$ cat config.mk
export PLATFORM = sky130hd
export DESIGN_NAME = dbcu_unit
export DESIGN_NICKNAME = d
export VERILOG_FILES = /design/src/design/dbcu_pkg.sv /design/src/design/dbcu_run_counter.sv /design/src/design/dbcu_unit.sv
export SDC_FILE = /design/constraint.sdc
export NUM_CORES = 1
export LEC_CHECK = 0
export ABC_AREA = 1
export BUFFER_PORTS_ARGS = -buffer_cell sky130_fd_sc_hd__buf_2
export CELL_PAD_IN_SITES_DETAIL_PLACEMENT = 0
export CELL_PAD_IN_SITES_GLOBAL_PLACEMENT = 1
export CORE_MARGIN = 1.5
export CORE_UTILIZATION = 30
export DETAILED_ROUTE_END_ITERATION = 10
export PLACE_DENSITY = 0.66
export SLEW_MARGIN = 20
export SYNTH_ARGS = -nofsm -noshare
export SYNTH_HDL_FRONTEND = slang
export SYNTH_SLANG_ARGS = --single-unit
$ cat constraint.sdc
create_clock -name sys_clk -period 5.3 [get_ports sys_clk]
set_clock_uncertainty 0.2 [all_clocks]
set_input_delay 0.265 -clock sys_clk [delete_from_list [all_inputs] [get_ports sys_clk]]
set_output_delay 0.265 -clock sys_clk [all_outputs]
set_load 0.05 [all_outputs]
$ cat src/design/dbcu_pkg.sv
package dbcu_pkg;

	localparam logic [7:0] DBCU_CMD_VERSION   = 8'h00;
	localparam logic [7:0] DBCU_CMD_STATUS    = 8'h02;
	localparam logic [7:0] DBCU_CMD_RUNCNT    = 8'h03;
	localparam logic [7:0] DBCU_CMD_WR_CTL    = 8'h04;
	localparam logic [7:0] DBCU_CMD_RD_CTL    = 8'h05;
	localparam logic [7:0] DBCU_CMD_WR_PC     = 8'h06;
	localparam logic [7:0] DBCU_CMD_RD_PC     = 8'h07;
	localparam logic [7:0] DBCU_CMD_WR_REG    = 8'h08;
	localparam logic [7:0] DBCU_CMD_RD_REG    = 8'h09;
	localparam logic [7:0] DBCU_CMD_WR_PMEM   = 8'h0A;
	localparam logic [7:0] DBCU_CMD_RD_PMEM   = 8'h0B;
	localparam logic [7:0] DBCU_CMD_WR_DMEM   = 8'h0C;
	localparam logic [7:0] DBCU_CMD_RD_DMEM   = 8'h0D;
	localparam logic [7:0] DBCU_CMD_RD_CRC    = 8'h0E;
	localparam logic [7:0] DBCU_CMD_STEP      = 8'h10;
	localparam logic [7:0] DBCU_CMD_STUFF     = 8'h11;
	localparam logic [7:0] DBCU_CMD_EXEC      = 8'h12;

	localparam logic [7:0] DBCU_BREAK_OPCODE  = 8'h00;
	localparam logic [7:0] DBCU_ACK_CHAR      = 8'hFF;
	localparam logic [7:0] DBCU_CTL_RESET     = 8'h00;
	localparam logic [15:0] DBCU_CNT_ZERO     = 16'h0000;
	localparam logic [15:0] DBCU_CNT_MAX      = 16'hFFFF;

	localparam int DBCU_HALT_BIT              = 7;
	localparam int DBCU_BREAK_ENABLE_FLAG_BIT             = 6;
	localparam int DBCU_ACK_BIT               = 5;
	localparam int DBCU_RST_BIT               = 0;
	localparam logic [7:0] DBCU_CTL_WR_MASK   = 8'hE1;

	// Command classes; declared, but no decoder function returns them.
	typedef enum logic [2:0] {
		DBCU_CLS_NOP,
		DBCU_CLS_LOCAL,
		DBCU_CLS_CORE,
		DBCU_CLS_REGWR
	} dbcu_cls_type;

	// Core-side command: allowed in halted state unless read-protected.
	function automatic logic dbcu_is_core(input logic [7:0] c);
		return (c >= DBCU_CMD_WR_PC && c <= DBCU_CMD_RD_CRC && c != DBCU_CMD_WR_REG)
			|| (c >= DBCU_CMD_STEP && c <= DBCU_CMD_EXEC);
	endfunction

	// Core commands blocked while read protection is programmed.
	function automatic logic dbcu_is_protected(input logic [7:0] c);
		return c == DBCU_CMD_WR_PC || c == DBCU_CMD_RD_PC || c == DBCU_CMD_RD_REG
			|| c == DBCU_CMD_WR_PMEM || c == DBCU_CMD_RD_PMEM || c == DBCU_CMD_WR_DMEM
			|| c == DBCU_CMD_STEP || c == DBCU_CMD_STUFF || c == DBCU_CMD_EXEC;
	endfunction

endpackage

$ cat src/design/dbcu_run_counter.sv
`timescale 1ns/1ns
// ============================================================
// Runtime cycle counter
module dbcu_run_counter #(
	parameter int WIDTH = 16
) (
	input  wire logic             sys_clk,
	input  wire logic             sys_rst,
	input  wire logic             halted,
	input  wire logic             restart,
	input  wire logic             load_en,
	input  wire logic [WIDTH-1:0] load_value,
	output logic      [WIDTH-1:0] count
);
	logic [WIDTH-1:0] count_q;
	logic [WIDTH-1:0] count_d;

	always_comb begin
		count_d = count_q;
		if (restart) begin
			count_d = '0;
		end else if (load_en) begin
			count_d = load_value;
		end else if (!halted && count_q != {WIDTH{1'b1}}) begin
			count_d = count_q + {{(WIDTH-1){1'b0}}, 1'b1};
		end
	end

	always_ff @(posedge sys_clk) begin
		if (sys_rst) begin
			count_q <= '0;
		end else begin
			count_q <= count_d;
		end
	end

	assign count = count_q;
endmodule // dbcu_run_counter

$ cat src/design/dbcu_unit.sv
`timescale 1ns/1ns
module dbcu_unit
	import dbcu_pkg::*;
#(
	parameter logic [15:0] VERSION = 16'h0100 // Arbitrary value.
) (
	input  wire logic        sys_clk,
	input  wire logic        sys_rst,
	input  wire logic        break_decoded,
	input  wire logic        read_protect_option,
	input  wire logic [7:0]  debugger_status_reg,
	input  wire logic        rx_valid,
	input  wire logic [7:0]  rx_byte,
	input  wire logic        tx_ready,
	input  wire logic        core_done,
	input  wire logic        regwr_flash_ok,
	input  wire logic        cnt_load,
	input  wire logic [15:0] cnt_load_value,
	output logic             tx_valid,
	output logic [7:0]       tx_byte,
	output logic             core_cmd_valid,
	output logic [7:0]       core_cmd,
	output logic             regwr_allowed,
	output logic [7:0]       debugger_control_reg,
	output logic             halted_state_flag,
	output logic             fetch_stop,
	output logic             reset_request,
	output logic [15:0]      run_cycle_counter
);
	import dbcu_pkg::*;

	// ============================================================
	// Command sequencer
	typedef enum {
		ST_IDLE,
		ST_CTL_DATA,
		ST_SEND_HI,
		ST_SEND_LO,
		ST_CORE
	} dbcu_state_type;

	dbcu_state_type state_q, state_d;
	logic [7:0]     ctl_q, ctl_d;
	logic [7:0]     lo_q, lo_d;
	logic [7:0]     txb_q, txb_d;
	logic           txv_q, txv_d;
	logic           corev_q, corev_d;
	logic [7:0]     corec_q, corec_d;
	logic           rwa_q, rwa_d;
	logic           ackp_q, ackp_d;
	logic           rst_q, rst_d;
	logic           cnt_q, restart;
	logic [15:0]    cnt_val;
	logic           halted;
	logic           brk_hit;

	assign halted  = ctl_q[DBCU_HALT_BIT];
	assign brk_hit = break_decoded && ctl_q[DBCU_BREAK_ENABLE_FLAG_BIT] && !halted;

	always_comb begin
		state_d = state_q;
		ctl_d   = ctl_q;
		lo_d    = lo_q;
		txb_d   = txb_q;
		txv_d   = txv_q;
		corev_d = 1'b0;
		corec_d = corec_q;
		rwa_d   = rwa_q;
		ackp_d  = ackp_q;
		rst_d   = 1'b0;
		if (txv_q && tx_ready) begin
			txv_d = 1'b0;
		end
		if (brk_hit) begin
			ctl_d[DBCU_HALT_BIT] = 1'b1;
			if (ctl_q[DBCU_ACK_BIT]) begin
				ackp_d = 1'b1;
			end
		end
		case (state_q)
		ST_IDLE: begin
			if (ackp_q && !txv_d) begin
				txb_d  = DBCU_ACK_CHAR;
				txv_d  = 1'b1;
				ackp_d = brk_hit && ctl_q[DBCU_ACK_BIT];
			end else if (rx_valid && !txv_q) begin
				case (rx_byte)
				DBCU_CMD_VERSION: begin
					txb_d   = VERSION[15:8];
					txv_d   = 1'b1;
					lo_d    = VERSION[7:0];
					state_d = ST_SEND_LO;
				end
				DBCU_CMD_STATUS: begin
					txb_d = debugger_status_reg;
					txv_d = 1'b1;
				end
				DBCU_CMD_RD_CTL: begin
					txb_d = ctl_q;
					txv_d = 1'b1;
				end
				DBCU_CMD_WR_CTL: begin
					state_d = ST_CTL_DATA;
				end
				DBCU_CMD_RUNCNT: begin
					if (halted) begin
						txb_d   = cnt_val[15:8];
						txv_d   = 1'b1;
						lo_d    = cnt_val[7:0];
						state_d = ST_SEND_LO;
					end
				end
				DBCU_CMD_WR_REG: begin
					if (halted) begin
						rwa_d   = !read_protect_option;
						corev_d = 1'b1;
						corec_d = rx_byte;
						state_d = ST_CORE;
					end
				end
				default: begin
					if (halted && dbcu_is_core(rx_byte)
						&& !(read_protect_option && dbcu_is_protected(rx_byte))) begin
						rwa_d   = 1'b0;
						corev_d = 1'b1;
						corec_d = rx_byte;
						state_d = ST_CORE;
					end
				end
				endcase
			end
		end
		ST_CTL_DATA: begin
			if (rx_valid) begin
				ctl_d = rx_byte & DBCU_CTL_WR_MASK;
				if (read_protect_option && halted) begin
					ctl_d[DBCU_HALT_BIT] = 1'b1;
				end
				if (brk_hit) begin
					ctl_d[DBCU_HALT_BIT] = 1'b1;
				end
				rst_d   = rx_byte[DBCU_RST_BIT];
				state_d = ST_IDLE;
			end
		end
		ST_SEND_LO: begin
			if (!txv_d) begin
				txb_d   = lo_q;
				txv_d   = 1'b1;
				state_d = ST_IDLE;
			end
		end
		ST_CORE: begin
			if (core_done) begin
				rwa_d   = 1'b0;
				state_d = ST_IDLE;
			end
		end
		default: begin
			state_d = ST_IDLE;
		end
		endcase
	end

	always_ff @(posedge sys_clk) begin
		if (sys_rst) begin
			state_q <= ST_IDLE;
			ctl_q   <= DBCU_CTL_RESET;
			lo_q    <= '0;
			txb_q   <= '0;
			txv_q   <= 1'b0;
			corev_q <= 1'b0;
			corec_q <= '0;
			rwa_q   <= 1'b0;
			ackp_q  <= 1'b0;
			rst_q   <= 1'b0;
			cnt_q   <= 1'b0;
		end else begin
			state_q <= state_d;
			ctl_q   <= ctl_d;
			lo_q    <= lo_d;
			txb_q   <= txb_d;
			txv_q   <= txv_d;
			corev_q <= corev_d;
			corec_q <= corec_d;
			rwa_q   <= rwa_d;
			ackp_q  <= ackp_d;
			rst_q   <= rst_d;
			cnt_q   <= ctl_d[DBCU_HALT_BIT];
		end
	end

	// A falling halt bit marks leaving the halted state.
	assign restart = cnt_q && !ctl_d[DBCU_HALT_BIT] && halted;

	// ============================================================
	// Runtime counter
	dbcu_run_counter #(
		.WIDTH      (16)
	) u_cnt (
		.sys_clk    (sys_clk),
		.sys_rst    (sys_rst),
		.halted     (halted),
		.restart    (restart),
		.load_en    (cnt_load && state_q == ST_CORE),
		.load_value (cnt_load_value),
		.count      (cnt_val)
	);

	assign tx_valid             = txv_q;
	assign tx_byte              = txb_q;
	assign core_cmd_valid       = corev_q;
	assign core_cmd             = corec_q;
	assign regwr_allowed        = rwa_q;
	assign debugger_control_reg = ctl_q;
	assign halted_state_flag    = ctl_q[DBCU_HALT_BIT];
	assign fetch_stop           = ctl_q[DBCU_HALT_BIT];
	assign reset_request        = rst_q;
	assign run_cycle_counter    = cnt_val;
endmodule // dbcu_unit

Word-level counts from Yosys, hierarchy flattened
Index checks and enable logic that the tools add are counted.
{"block": "op_classes", "add_sub_neg": 1, "n_lt_le_gt_ge": 4, "eq_ne": 36, "mux": 48, "bitwise": 6, "n_reduce_logical": 51}
{"operator": "two-way mux 32 bit", "n": 8}
{"operator": "case mux 32 bit (5 select lines)", "n": 1}
{"operator": "case mux 32 bit (4 select lines)", "n": 1}
{"operator": "two-way mux 8 bit", "n": 9}
{"operator": "case mux 8 bit (2 select lines)", "n": 3}
{"operator": "equality test 8 x 4 -> 1 bit, second input constant", "n": 5}
{"operator": "equality test 32 x 1 -> 1 bit, second input constant", "n": 1}
{"operator": "equality test 32 x 2 -> 1 bit, second input constant", "n": 1}
{"operator": "equality test 32 x 3 -> 1 bit, second input constant", "n": 1}
{"operator": "equality test 32 x 4 -> 1 bit, second input constant", "n": 1}
{"operator": "equality test 8 x 3 -> 1 bit, second input constant", "n": 4}
{"operator": "logical NOT 32 bit", "n": 1}
{"operator": "two-way mux 16 bit", "n": 2}
{"operator": "case mux 8 bit (4 select lines)", "n": 1}
{"operator": "equality test 8 x 5 -> 1 bit, second input constant", "n": 3}
{"operator": "two-way mux 1 bit", "n": 18}
{"operator": "!= test 2 bit, second input constant", "n": 9}
{"operator": "logical AND 1 bit", "n": 17}
{"operator": "adder 16 x 1 -> 16 bit, second input constant", "n": 1}
{"operator": "equality test 8 x 2 -> 1 bit, second input constant", "n": 2}
{"operator": "!= test 16 bit, second input constant", "n": 1}
{"operator": "!= test 6 x 2 -> 1 bit, second input constant", "n": 2}
{"operator": "case mux 1 bit (2 select lines)", "n": 5}
{"operator": "AND reduction 5 bit", "n": 2}
{"operator": "21 further kinds", "n": 47}
{"block": "totals", "reg_bits": 81, "inputBits": 41, "out_inout_bits": 46, "elab_cells": 158}

Logic depth before layout (Yosys ltp)
Gate-level depths: netlist of run 1.
{"block": "depth", "ltp_word": 17, "ltp_mapped": 15, "mapped_depth_nobuf": 14}

Modules after synthesis
From an unflattened synthesis of run 1, not the netlist that was laid out.
{"block": "hier_totals", "cells_unflattened": 536, "hier_area_um2": 3275.6}
{"mod": "dbcu_unit", "n_inst": 1, "cells_per_inst": 343, "area_per_inst_um2": 2127.0}
{"mod": "dbcu_run_counter", "n_inst": 1, "cells_per_inst": 193, "area_per_inst_um2": 1148.6}

Worst setup path after synthesis of run 1
OpenSTA, ideal clock, no wires.
{"block": "synth_path", "kind": "register to register", "from": "register u_cnt.count_q[1], in the netlist u_cnt.count[1]", "to": "register u_cnt.count_q[3], in the netlist u_cnt.count[3]", "setup_time_ns": 0.117, "arrival_ns": 2.045, "t_required_ns": 4.983, "path_slack_ns": 2.938, "path_stages_with_launch": 12, "synth_period_minus_slack_ns": 2.362, "cell_sequence": "dfxtp_1 > ha_1 > nand3_2 > nor2_2 > nand2_2 > nor2_4 > nand4_4 > nand2_2 > nand2_4 > buf_6 > o21ai_0 > nor2_1"}
{"block": "synth_between", "elab_chain_len": 3, "elab_cells_between_ends": 6}
{"item": "start: declaration", "line_no": "dbcu_run_counter.sv:15", "rtl": "logic [WIDTH-1:0] count_q;"}
{"item": "start signal: assignment", "line_no": "dbcu_run_counter.sv:33", "rtl": "count_q <= count_d;"}
{"item": "adder 16 x 1 -> 16 bit / != test 16 bit (equally long branches)", "line_no": "dbcu_run_counter.sv:25, dbcu_run_counter.sv:24"}
{"item": "two-way mux 16 bit / logical AND 1 bit (equally long branches)", "line_no": "dbcu_run_counter.sv:24", "rtl": "end else if (!halted && count_q != {WIDTH{1'b1}}) begin"}
{"item": "two-way mux 16 bit / nonzero test 2 bit (equally long branches)"}
Parallel ways exist; a longest one is shown, timed or not. The select of a mux whose other input is x is not followed.
A chain may end at the register's enable or synchronous reset.

Final worst setup path of run 1
{"block": "layout_path", "from": "register state_q[0]", "to": "register u_cnt.count_q[0], in the netlist u_cnt.count[0]"}
{"block": "layout_between", "elab_chain_len": 6, "elab_cells_between_ends": 10}
{"item": "start: declaration", "line_no": "dbcu_unit.sv:42", "rtl": "dbcu_state_type state_q, state_d;"}
{"item": "start signal: assignment", "line_no": "dbcu_unit.sv:179", "rtl": "state_q <= state_d;"}
{"item": "equality test 32 x 1 -> 1 bit", "line_no": "dbcu_unit.sv:80", "rtl": "case (state_q)"}
{"item": "two-way mux 8 bit", "line_no": "dbcu_unit.sv:80"}
{"item": "logical NOT 1 bit", "line_no": "dbcu_unit.sv:194", "rtl": "assign restart = cnt_q && !ctl_d[DBCU_HALT_BIT] && halted;"}
{"item": "logical AND 1 bit (2 in series)", "line_no": "dbcu_unit.sv:194"}
{"item": "OR reduction 2 bit (no source line)"}
Parallel ways exist; a longest one is shown, timed or not.

==> key figures, run 1 <==
CTS
  • CTS tree: done
  • Clock latency on the worst-skew pair: 310 ps
  • CTS sink count: 52
  • CTS Hold Buffers Added: 0
  • CTS clock-pin slew for the worst setup and hold paths: about 100 ps
  • PostCTS Resize Cnt: 0
  • H-tree levels: 2
  • Setup Fix Bufs, Post-CTS: 0
  • Maximum clock path buffer count: 2
  • Root Buffer: clkbuf_8
  • Total CTS buffers: 5

Placed design
  • Final HPWL DP: 7450 um
  • Setup WS pre-CTS: 2340 ps
  • IO buf count: 81
  • Final GP Congestion: 0.848

Yosys
  • Post-synthesis cell count: 499
  • XOR/XNOR Fraction of Synth Area: under 10%
  • Adder-Cell Fraction of Synth Area: 0.391%
  • Post-synth EDFFs: 0
  • Synth cell types: 42
  • Simple-Gate Fraction of Synth Area: 38.4%
  • Syn avg cell area: 6.41 um2
  • Yosys warning total: 0
  • Synth Area in Compound Gates: 16.5%
  • Largest family of logic cells by synthesized area: simple AND/OR/NAND/NOR gates
  • Mux contribution to synthesized area: 0%
  • Async S/R FF share, synth: 0%
  • Primary FF master, synth: dfxtp_1
  • Seq cells post-synth: 52
  • Syn Std Cell Area: 0.00320 mm2
  • Seq/Total Area, Yosys: 32.5%

Power and ir drop
  • Net Sw Power: 212 uW
  • PD cells: 195 mW/mm2
  • Internal power: approximately 520 uW
  • VDD IR max: 98.9 uV
  • Clock power share: 32.6%
  • Leakage: ~1.8 nW
  • Reg power frac: 55.0%
  • Logic pwr share: 12.4%
  • Sw Ratio: 29.1%

Global route
  • First-pass GRT wire length: approximately 15000 um
  • Initial antenna violation count: 0
  • Vias in the first global route: 3092
  • Total GRT Usage: 17.1%
  • Largest net degree at the start of global routing: 21
  • GRT overflow: 0

Outcome
  • Status: completed

Setup path
  • Reg2Reg Launch Point: state_q[0]
  • Crit path max fanout: 20
  • RR Endpoint: u_cnt.count[0]
  • Reg-to-reg setup timing slack: about 2400 ps
  • Startpoint types: register
  • Critical path type: reg -> reg
  • Data arrival, critical path: 3000 ps
  • Worst Reg-to-Reg Cells: 8
  • Worst Setup End Kind: register
  • Critical Path RT: 5350 ps

STA
  • Final setup violation count: 0
  • WHS: between 10 and 15 ps
  • Final worst-path cycle share: 55.6%
  • Final Hold Vio Count: 0
  • Rel. slew slack: a little over half
  • Post-route setup slack: between 2000 and 2500 ps
  • Final number of max-transition violations: 0
  • Max Freq: 339 MHz
  • Final min period: 2950 ps
  • RSZ-0062 raised after global routing: no
  • Least-Margin Pin Slew: 676 ps
  • Setup TNS: 0 ps

Finish
  • Fraction of layout cells with a size suffix above 1: 22.6%
  • Final core occ: 36.3%
  • Max reg flops: 16
  • Nets: just over 600
  • Area delta synth->final: 17.0%
  • # diodes: 0

Floorplanning
  • Die ar.: 0.0113 mm2
  • Vert. Die Dim: between 100 and 150 um
  • Row count: 37
  • Core box area: 0.0103 mm2
  • Die Width: 106 um
  • Top Ports: between 80 and 90
  • Starting Density: a little under a third

Routing
  • Vias: 3318
  • DRT iter0 DRCs: 124
  • Final wirelength: 9580 um
  • DRT Pass-1 Iters: 4
  • DRC errors left: 0
  • Routed Antenna Nets: 0
  • WL/cell: around 14 um
  • Via/cell ratio: 4.69

Hold path
  • Hold Path Stages: 3
  • Hold_sp: rx_byte[6]
  • End of the worst hold path: debugger_control_reg[6]
  • HP Class: in -> reg

Flow run
  • Maxcap violations: 0
-- per-layer routing --
metal / global-route usage (%) / up-vias / wire length, um
met2: 28.9 / 74 / 4470
met1: 23.1 / 1492 / 4700
met4: 3.86 / 0 / 76
met3: 2.21 / 5 / 331
met5: 0 / - / 0
li1: - / 1747 / -
-- stage by stage --
step                std cells  area [um2]  power, mW
CTS                       707        3740      0.739
floorplan                 502        3210      0.469
global placement          699        3650      0.500
global route              707        3740      0.763
detailed placement        699        3650      0.500
finish                    707        3740      0.728
-- cells in the final DEF (no fill, tap or decap), types with 2 or more instances in the layout --
master / count
a21oi_1: 39
buf_2: 81
clkbuf_8: 5
clkinv_1: 2
conb_1: 4
dfxtp_1: 52
inv_1: 42
inv_2: 8
nand2_1: 116
nand2_2: 7
nand2_4: 3
nand3_1: 29
nand3_2: 2
nand4_1: 10
nor2_1: 74
nor2_2: 7
nor2_4: 5
nor3_1: 10
o21ai_0: 40
o21ai_1: 7
o22ai_1: 2
xnor2_1: 3
xor2_1: 3
-- power by group through the flow --
stage | clock [mW] | combinational, mW | sequential (mW)
after CTS | 0.248 | 0.0907 | 0.401
after detailed placement | 0 | 0.0903 | 0.410
after global routing | 0.262 | 0.0990 | 0.401
after global placement | 0 | 0.0900 | 0.410
after floorplan | 0 | 0.0481 | 0.421
final | 0.237 | 0.0899 | 0.401
-- synth_stat cells (all sizes together) (2+ instances only) --
cell type,count,share of area (%)
xor2,3,0.82
a21oi,41,6.9
nand4,11,2.6
nor2,86,12
inv,51,6.1
clkinv,2,0.23
nor3,11,1.9
o21ai,48,7.6
xnor2,3,0.82
clkbuf,4,0.47
nand2,126,16
buf,16,3.7
nand3,31,5.2
o22ai,2,0.39
dfxtp,52,33
-- worst max-delay path by stage --
stage / startpoint / endpoint / slack, ps / cells past startpoint
detailed placement: state_q[0] / u_cnt.count[4] / 2340 / 8
finish: state_q[0] / u_cnt.count[0] / 2350 / 8
CTS: state_q[0] / u_cnt.count[4] / 2330 / 8
floorplan: u_cnt.count[1] / u_cnt.count[3] / 2940 / 11
global placement: state_q[0] / u_cnt.count[0] / 2350 / 8
global route: state_q[0] / u_cnt.count[4] / 2080 / 8
-- logic make-up after synthesis --
family | after synthesis
AND/OR/NAND/NOR | 269
AO/OA/AOI/OAI | 97
buffers and inverters | 73
flip-flops | 52
XOR/XNOR | 6
adder cells (fa/ha/maj) | 1
other | 1
-- cell type report --
type	count	area, um2
clock buffers	5	68.8
clock inverters	3	21.3
fillers	1171	6580
inverters	53	201
multi-input cells	377	1830
flip-flops and latches	52	1040
well taps	136	170
repair buffers	81	405
-- critical path, cell delays in order, from the launching register on --
cell and delay, ps:
dfxtp_1 400, nor2_1 90, inv_1 110, nor2_1 110, nand2_1 520, clkinv_1 660
a21oi_4 550, o21ai_0 130, a21oi_1 130
(Power assumes the default switching activity.)
==> inputs of run 2 (changes only) <==
Settings changed: PLACE_DENSITY 0.66 to 0.69.
Clock period 5.3 ns to 2.4 ns, I/O delays scaled along.
==> run 2 against run 1 <==
Non-clock buffer count up 35. Final cell count up 5.0%. Final area up 11%. Via count up 3.8%. Critical endpoint is now lo_q[0]. Largest cell class unchanged.
==> key figures, run 2 (synthesis results as in run 1) <==
Floorplanning
  • Vert. Die Dim: 106 um (unchanged)
  • Core box area: 0.0103 mm2 (unchanged)
  • Starting Density: 31.0% (unchanged)
  • Row count: 37 (unchanged)
  • Die Width: 106 um (unchanged)
  • Die ar.: 0.0113 mm2 (unchanged)
  • Top Ports: 87 (unchanged)

Routing
  • Final wirelength: 9810 um (was 9580 um)
  • WL/cell: 13.2 um (was 13.5 um)
  • Routed Antenna Nets: 0 (unchanged)
  • DRT iter0 DRCs: 92 (was 124)
  • Vias: 3445 (was 3318)
  • DRT Pass-1 Iters: 4 (unchanged)
  • Via/cell ratio: 4.64 (was 4.69)
  • DRC errors left: 0 (unchanged)

Power and ir drop
  • Reg power frac: 45.2% (was 55.0%)
  • PD cells: 472 mW/mm2 (was 195 mW/mm2)
  • Clock power share: 42.7% (was 32.6%)
  • Net Sw Power: 474 uW (was 212 uW)
  • Sw Ratio: 24.3% (was 29.1%)
  • VDD IR max: 264 uV (was 98.9 uV)
  • Leakage: 1.95 nW (was 1.75 nW)
  • Logic pwr share: 12.0% (was 12.4%)
  • Post-layout total power: 1.96 mW (was 728 uW)
  • Internal power: 1.48 mW (was 516 uW)

Setup path
  • WP depth: 10 (was 8)
  • Worst path max stage delay: 530 ps (was 660 ps)
  • Crit path buf inv count: 3 (was 2)
  • RR Endpoint: u_cnt.count[1] (was u_cnt.count[0])
  • Data arrival, critical path: 2170 ps (was 3000 ps)
  • Critical path type: in -> reg (was reg -> reg)
  • Reg2Reg Launch Point: state_q[0] (unchanged)
  • Critical path startpoint: rx_byte[0] (was state_q[0])
  • Worst Setup End Kind: register (unchanged)
  • Critical Path RT: 2400 ps (was 5350 ps)
  • Startpoint types: primary input (was register)
  • Worst Reg-to-Reg Cells: 10 (was 8)
  • Crit path max fanout: 9 (was 20)
  • Top Family by Delay on Critical Path: simple AND/OR/NAND/NOR gates (was compound AO/OA/AOI/OAI gates)
  • Crit-path slowest cell: dlygate4sd3_1 (was clkinv_1)
  • Reg-to-reg setup timing slack: 230 ps (was 2350 ps)
  • Worst-path cell chain: dlygate4sd3_1 > buf_2 > nor2_1 > nand2_1 > a21oi_2 > nand3_1 > nor2_4 > inv_4 > a21oi_1 > nor3_1 (was nor2_1 > inv_1 > nor2_1 > nand2_1 > clkinv_1 > a21oi_4 > o21ai_0 > a21oi_1)
  • CP endpoint: lo_q[0] (was u_cnt.count[0])

CTS
  • Total CTS buffers: 5 (unchanged)
  • PostCTS Resize Cnt: 0 (unchanged)
  • Clock latency on the worst-skew pair: 310 ps (about the same)
  • CTS tree: done (unchanged)
  • H-tree levels: 2 (unchanged)
  • CTS clock-pin slew for the worst setup and hold paths: 100 ps (about the same)
  • Maximum clock path buffer count: 2 (unchanged)
  • Root Buffer: clkbuf_8 (unchanged)
  • CTS sink count: 52 (unchanged)

STA
  • Final worst-path cycle share: between 90% and 100%
  • Final number of max-transition violations: 0 (unchanged)
  • Final Hold Vio Count: 0 (unchanged)
  • Setup TNS: 0 ps (unchanged)
  • Final setup violation count: 0 (unchanged)
  • Max Freq: 461 MHz
  • Final min period: between 2000 and 2500 ps
  • Post-route setup slack: 232 ps (was 2350 ps)
  • RSZ-0062 raised after global routing: no (unchanged)

Placed design
  • IO buf count: 81 (unchanged)
  • Final HPWL DP: 7480 um (was 7450 um)
  • Final GP Congestion: 0.810 (was 0.848)
  • Cells after DPL: 708 (was 699)
  • Setup WS pre-CTS: 148 ps (was 2340 ps)

Finish
  • Area delta synth->final: 29.6% (was 17.0%)
  • Final core occ: 40.2% (was 36.3%)
  • Most frequent cells in the layout: nand2_1, buf_2, nor2_1 (unchanged)
  • Nets: 647 (was 612)
  • Final non-filler cell total: 742 (was 707)
  • Fillers: 1127 (was 1171)
  • Fraction of layout cells with a size suffix above 1: 23.1% (was 22.6%)
  • Max reg flops: 16 (unchanged)
  • Commonest non-fill, non-tap cell in the layout: nand2_1 (unchanged)
  • # diodes: 0 (unchanged)

Global route
  • Vias in the first global route: 3268 (was 3092)
  • Met3 Resource Use GR: 2.45% (was 2.21%)
  • GRT overflow: 0 (unchanged)
  • GR peak layer: met2 (unchanged)
  • Total GRT Usage: 17.9% (was 17.1%)
  • Met2 Usage GRT: 30.8% (was 28.9%)
  • Largest net degree at the start of global routing: 20 (was 21)
  • Initial antenna violation count: 0 (unchanged)
  • First-pass GRT wire length: 16100 um (was 15500 um)
  • M1 GR Usage: 23.6% (was 23.1%)

Outcome
  • Status: completed (unchanged)

Hold path
  • HP Class: in -> reg (unchanged)
  • Hold_sp: cnt_load_value[6] (was rx_byte[6])

Flow run
  • Maxcap violations: 0 (unchanged)
[run 2: changes by cell type in the layout (fill, tap and decap cells not counted)]
cell and delta:
dlygate4sd3_1 +24, buf_4 +10, bufinv_16 +3, buf_12 +1, clkinv_2 -1, clkinvlp_4 -1
inv_6 -1
[run 2: how the worst min path moves through the flow]
stage | end | slack, ps | depth (start not counted)
finish | u_cnt.count[6] | 20 | 5
global route | debugger_control_reg[7] | 40 | 4
CTS | u_cnt.count[6] | 1 | 5
detailed placement | debugger_control_reg[6] | 190 | 3
global placement | debugger_control_reg[6] | 180 | 3
floorplan | debugger_control_reg[6] | 50 | 2
[run 2: through the flow]
| stage | cell area, um2 | hold slack, ps |
|---|---|---|
| floorplan | 3210 | 54.9 |
| global placement | 3720 | 185 |
| detailed placement | 3720 | 186 |
| CTS | 4120 | 1.28 |
| global route | 4150 | 35.2 |
| finish | 4150 | 17.4 |
[run 2: layout make-up]
cell class / instances / area [um2] / share of cell area, %
Timing Repair Buffer: 116 / 741 / 17.9
Inverter: 53 / 201 / 4.86
Sequential cell: 52 / 1040 / 25.1
Clock buffer: 5 / 68.8 / 1.66
Clock inverter: 3 / 90.1 / 2.17
Multi-Input combinational cell: 377 / 1830 / 44.2
Tap cell: 136 / 170 / 4.10
[run 2: layer usage]
| metal | vias to the layer above | share of wire [%] |
|---|---|---|
| li1 | 1820 | - |
| met1 | 1545 | 47 |
| met2 | 73 | 48 |
| met3 | 7 | 4.1 |
| met4 | 0 | 0.88 |
| met5 | - | 0 |
[run 2: repair_timing]
action | 4_1_cts | 5_1_grt
setup endpoints to repair | 0 | 7
buffers inserted | 0 | 2
endpoints found under the hold margin | 25 | 0
hold buffers | 24 | 0
[run 2: tightest hold or removal path: stages]
cell and delay (ps):
buf_2 90, o21ai_0 80, nand2_1 70, nand2_1 40, a21oi_1 100
[run 2: power groups by stage]
stage / logic, mW / registers, mW / clock network, mW
finish: 0.235 / 0.885 / 0.836
floorplan: 0.106 / 0.929 / 0
global route: 0.257 / 0.887 / 0.891
global placement: 0.204 / 0.904 / 0
detailed placement: 0.206 / 0.905 / 0
CTS: 0.234 / 0.885 / 0.858
==> inputs of run 3 (changes only) <==
Settings changed: CORE_UTILIZATION 30 to 33, PLACE_DENSITY 0.69 to 0.75.
==> run 3 against run 2 <==
Combinational power about the same. Clock power shrank 33%. Via count up 1.0%. First-iteration DRC count grew 53%. Critical path type is now reg -> reg. Largest power group unchanged. Highest routed layer unchanged.
==> key figures, run 3 (synthesis results as in run 1) <==
Flow run
  • Maxcap violations: 0 (unchanged)

Finish
  • Most frequent cells in the layout: nand2_1, buf_2, nor2_1 (unchanged)
  • Max reg flops: 16 (unchanged)
  • Fraction of layout cells with a size suffix above 1: 23.1% (about the same)
  • # diodes: 0 (unchanged)
  • Commonest non-fill, non-tap cell in the layout: nand2_1 (unchanged)
  • Area delta synth->final: 26.8% (was 29.6%)
  • Nets: 644 (was 647)
  • Fillers: 1011 (was 1127)

Routing
  • Met3 wire len: 451 um (was 405 um)
  • Final wirelength: 9390 um (was 9810 um)
  • WL/cell: 12.8 um (was 13.2 um)
  • DRC errors left: 0 (unchanged)
  • DRT Pass-1 Iters: 5 (was 4)
  • Max layer used: met4 (unchanged)
  • DRT iter0 DRCs: 141 (was 92)
  • Via/cell ratio: 4.75 (was 4.64)
  • Vias: 3480 (was 3445)
  • Met2 WL: 4450 um (was 4720 um)
  • DRT met1 WL: 4390 um (was 4600 um)
  • Routed Antenna Nets: 0 (unchanged)

STA
  • Max Freq: 469 MHz (was 461 MHz)
  • Final min period: 2130 ps (was 2170 ps)
  • Setup TNS: 0 ps (unchanged)
  • Final Hold Vio Count: 0 (unchanged)
  • WHS: 7.90 ps (was 17.4 ps)
  • Final worst-path cycle share: 88.8% (was 90.3%)
  • RSZ-0062 raised after global routing: no (unchanged)
  • Final setup violation count: 0 (unchanged)
  • Final number of max-transition violations: 0 (unchanged)

CTS
  • CTS tree: done (unchanged)
  • Clock latency on the worst-skew pair: 320 ps (was 310 ps)
  • Maximum clock path buffer count: 2 (unchanged)
  • Root Buffer: clkbuf_8 (unchanged)
  • Total CTS buffers: 5 (unchanged)
  • CTS clock-pin slew for the worst setup and hold paths: 110 ps (was 100 ps)
  • H-tree levels: 2 (unchanged)
  • CTS sink count: 52 (unchanged)

Setup path
  • Worst-path cell chain: ha_1 > nand3_2 > nor2_2 > nand2_2 > nor2_4 > nand4_4 > nand2_2 > nand2_4 > o21ai_0 > a21oi_1 (was dlygate4sd3_1 > buf_2 > nor2_1 > nand2_1 > a21oi_2 > nand3_1 > nor2_4 > inv_4 > a21oi_1 > nor3_1)
  • Critical Path RT: 2420 ps (was 2400 ps)
  • Startpoint types: register (was primary input)
  • Crit path buf inv count: 0 (was 3)
  • Worst Setup End Kind: register (unchanged)
  • Crit path max fanout: 15 (was 9)
  • Crit-path slowest cell: dfxtp_1 (was dlygate4sd3_1)
  • Most frequent CP cell: nand2_2
  • Worst path max stage delay: 430 ps (was 530 ps)
  • Data arrival, critical path: 2150 ps (was 2170 ps)
  • Critical path type: reg -> reg (was in -> reg)
  • Top Family by Delay on Critical Path: simple AND/OR/NAND/NOR gates (unchanged)

Power and ir drop
  • PD cells: 413 mW/mm2 (was 472 mW/mm2)
  • VDD IR max: 200 uV (was 264 uV)
  • Leakage: 1.90 nW (was 1.95 nW)

Floorplanning
  • Die ar.: 0.0103 mm2 (was 0.0113 mm2)
  • Top Ports: 87 (unchanged)
  • Row count: 35 (was 37)
  • Starting Density: 34.3% (was 31.0%)
  • Die Width: 101 um (was 106 um)
  • Core box area: 0.00933 mm2 (was 0.0103 mm2)
  • Vert. Die Dim: 101 um (was 106 um)

Global route
  • Total GRT Usage: 19.0% (was 17.9%)
  • Initial antenna violation count: 0 (unchanged)
  • Vias in the first global route: 3290 (was 3268)
  • Largest net degree at the start of global routing: 20 (unchanged)
  • First-pass GRT wire length: 15600 um (was 16100 um)
  • GRT overflow: 0 (unchanged)

Hold path
  • HP Class: in -> reg (unchanged)

Placed design
  • Final GP Congestion: 0.803 (was 0.810)
  • Final HPWL DP: 7150 um (was 7480 um)
  • IO buf count: 81 (unchanged)

Outcome
  • Status: completed (unchanged)
run 3: cell count changes in the layout (fill, tap and decap cells not counted), sizes merged:
cell         delta
inv             +2
clkinv          -1
bufinv          -3
dlygate4sd3     -1
clkinvlp        +2
buf             -2
run 3: path summary, 6_finish.rpt:
kind / from / end / slack [ps] / depth (start not counted)
setup / recovery: u_cnt.count[0] / u_cnt.count[10] / 270 / 10
hold / removal: cnt_load_value[4] / u_cnt.count[4] / 8 / 5
setup reg to reg: u_cnt.count[0] / u_cnt.count[10] / 270 / 10
hold reg to reg: core_cmd[7] / core_cmd[7] / 260 / 2
run 3: repair_timing:
action	in CTS	in global routing
hold endpoints to repair	26	0
hold buffers	23	0
buffers inserted	0	1
endpoints found under the setup margin	0	12
resized for setup	0	2
run 3: where the power goes:
part           internal, mW  total [mW]  switching (mW)
Sequential            0.872       0.884          0.0125
Clock                 0.214       0.561           0.347
Combinational        0.0890       0.232           0.143
run 3: tightest hold or removal path, delay by kind of cell:
family,cells,cell delay [ps]
buffers and inverters,1,80
and+or+nand+nor,1,40
AOI/OAI and AO/OA,3,260
run 3: layout make-up:
class	count	area, um2	area share [%]
multi-input combinational	377	1840	45.3
sequential	52	1040	25.7
timing repair buffer	113	716	17.6
inverter	53	205	5.06
tap	129	161	3.98
clock buffer	5	68.8	1.70
clock inverter	3	25.0	0.617
run 3: through the flow:
| stage | power (mW) | area (um2) | std cells | utilization (%) | setup WS (ps) |
|---|---|---|---|---|---|
| 2_1_floorplan | 1.04 | 3210 | 502 | - | 38.0 |
| 3_3_place_gp | 1.11 | 3700 | 700 | 39.7 | 227 |
| 3_5_place_dp | 1.11 | 3700 | 700 | 39.7 | 145 |
| 4_1_cts | 1.69 | 4030 | 731 | 43.2 | 108 |
| 5_1_grt | 1.74 | 4060 | 732 | 43.5 | 55.5 |
| 6_report | 1.68 | 4060 | 732 | 43.5 | 269 |
run 3: routing by layer:
layer | vias to the layer above | GRT usage, %
li1 | 1811 | -
met2 | 106 | 32.9
met5 | - | 0
met4 | 0 | 3.95
met1 | 1555 | 24.8
met3 | 8 | 3.11
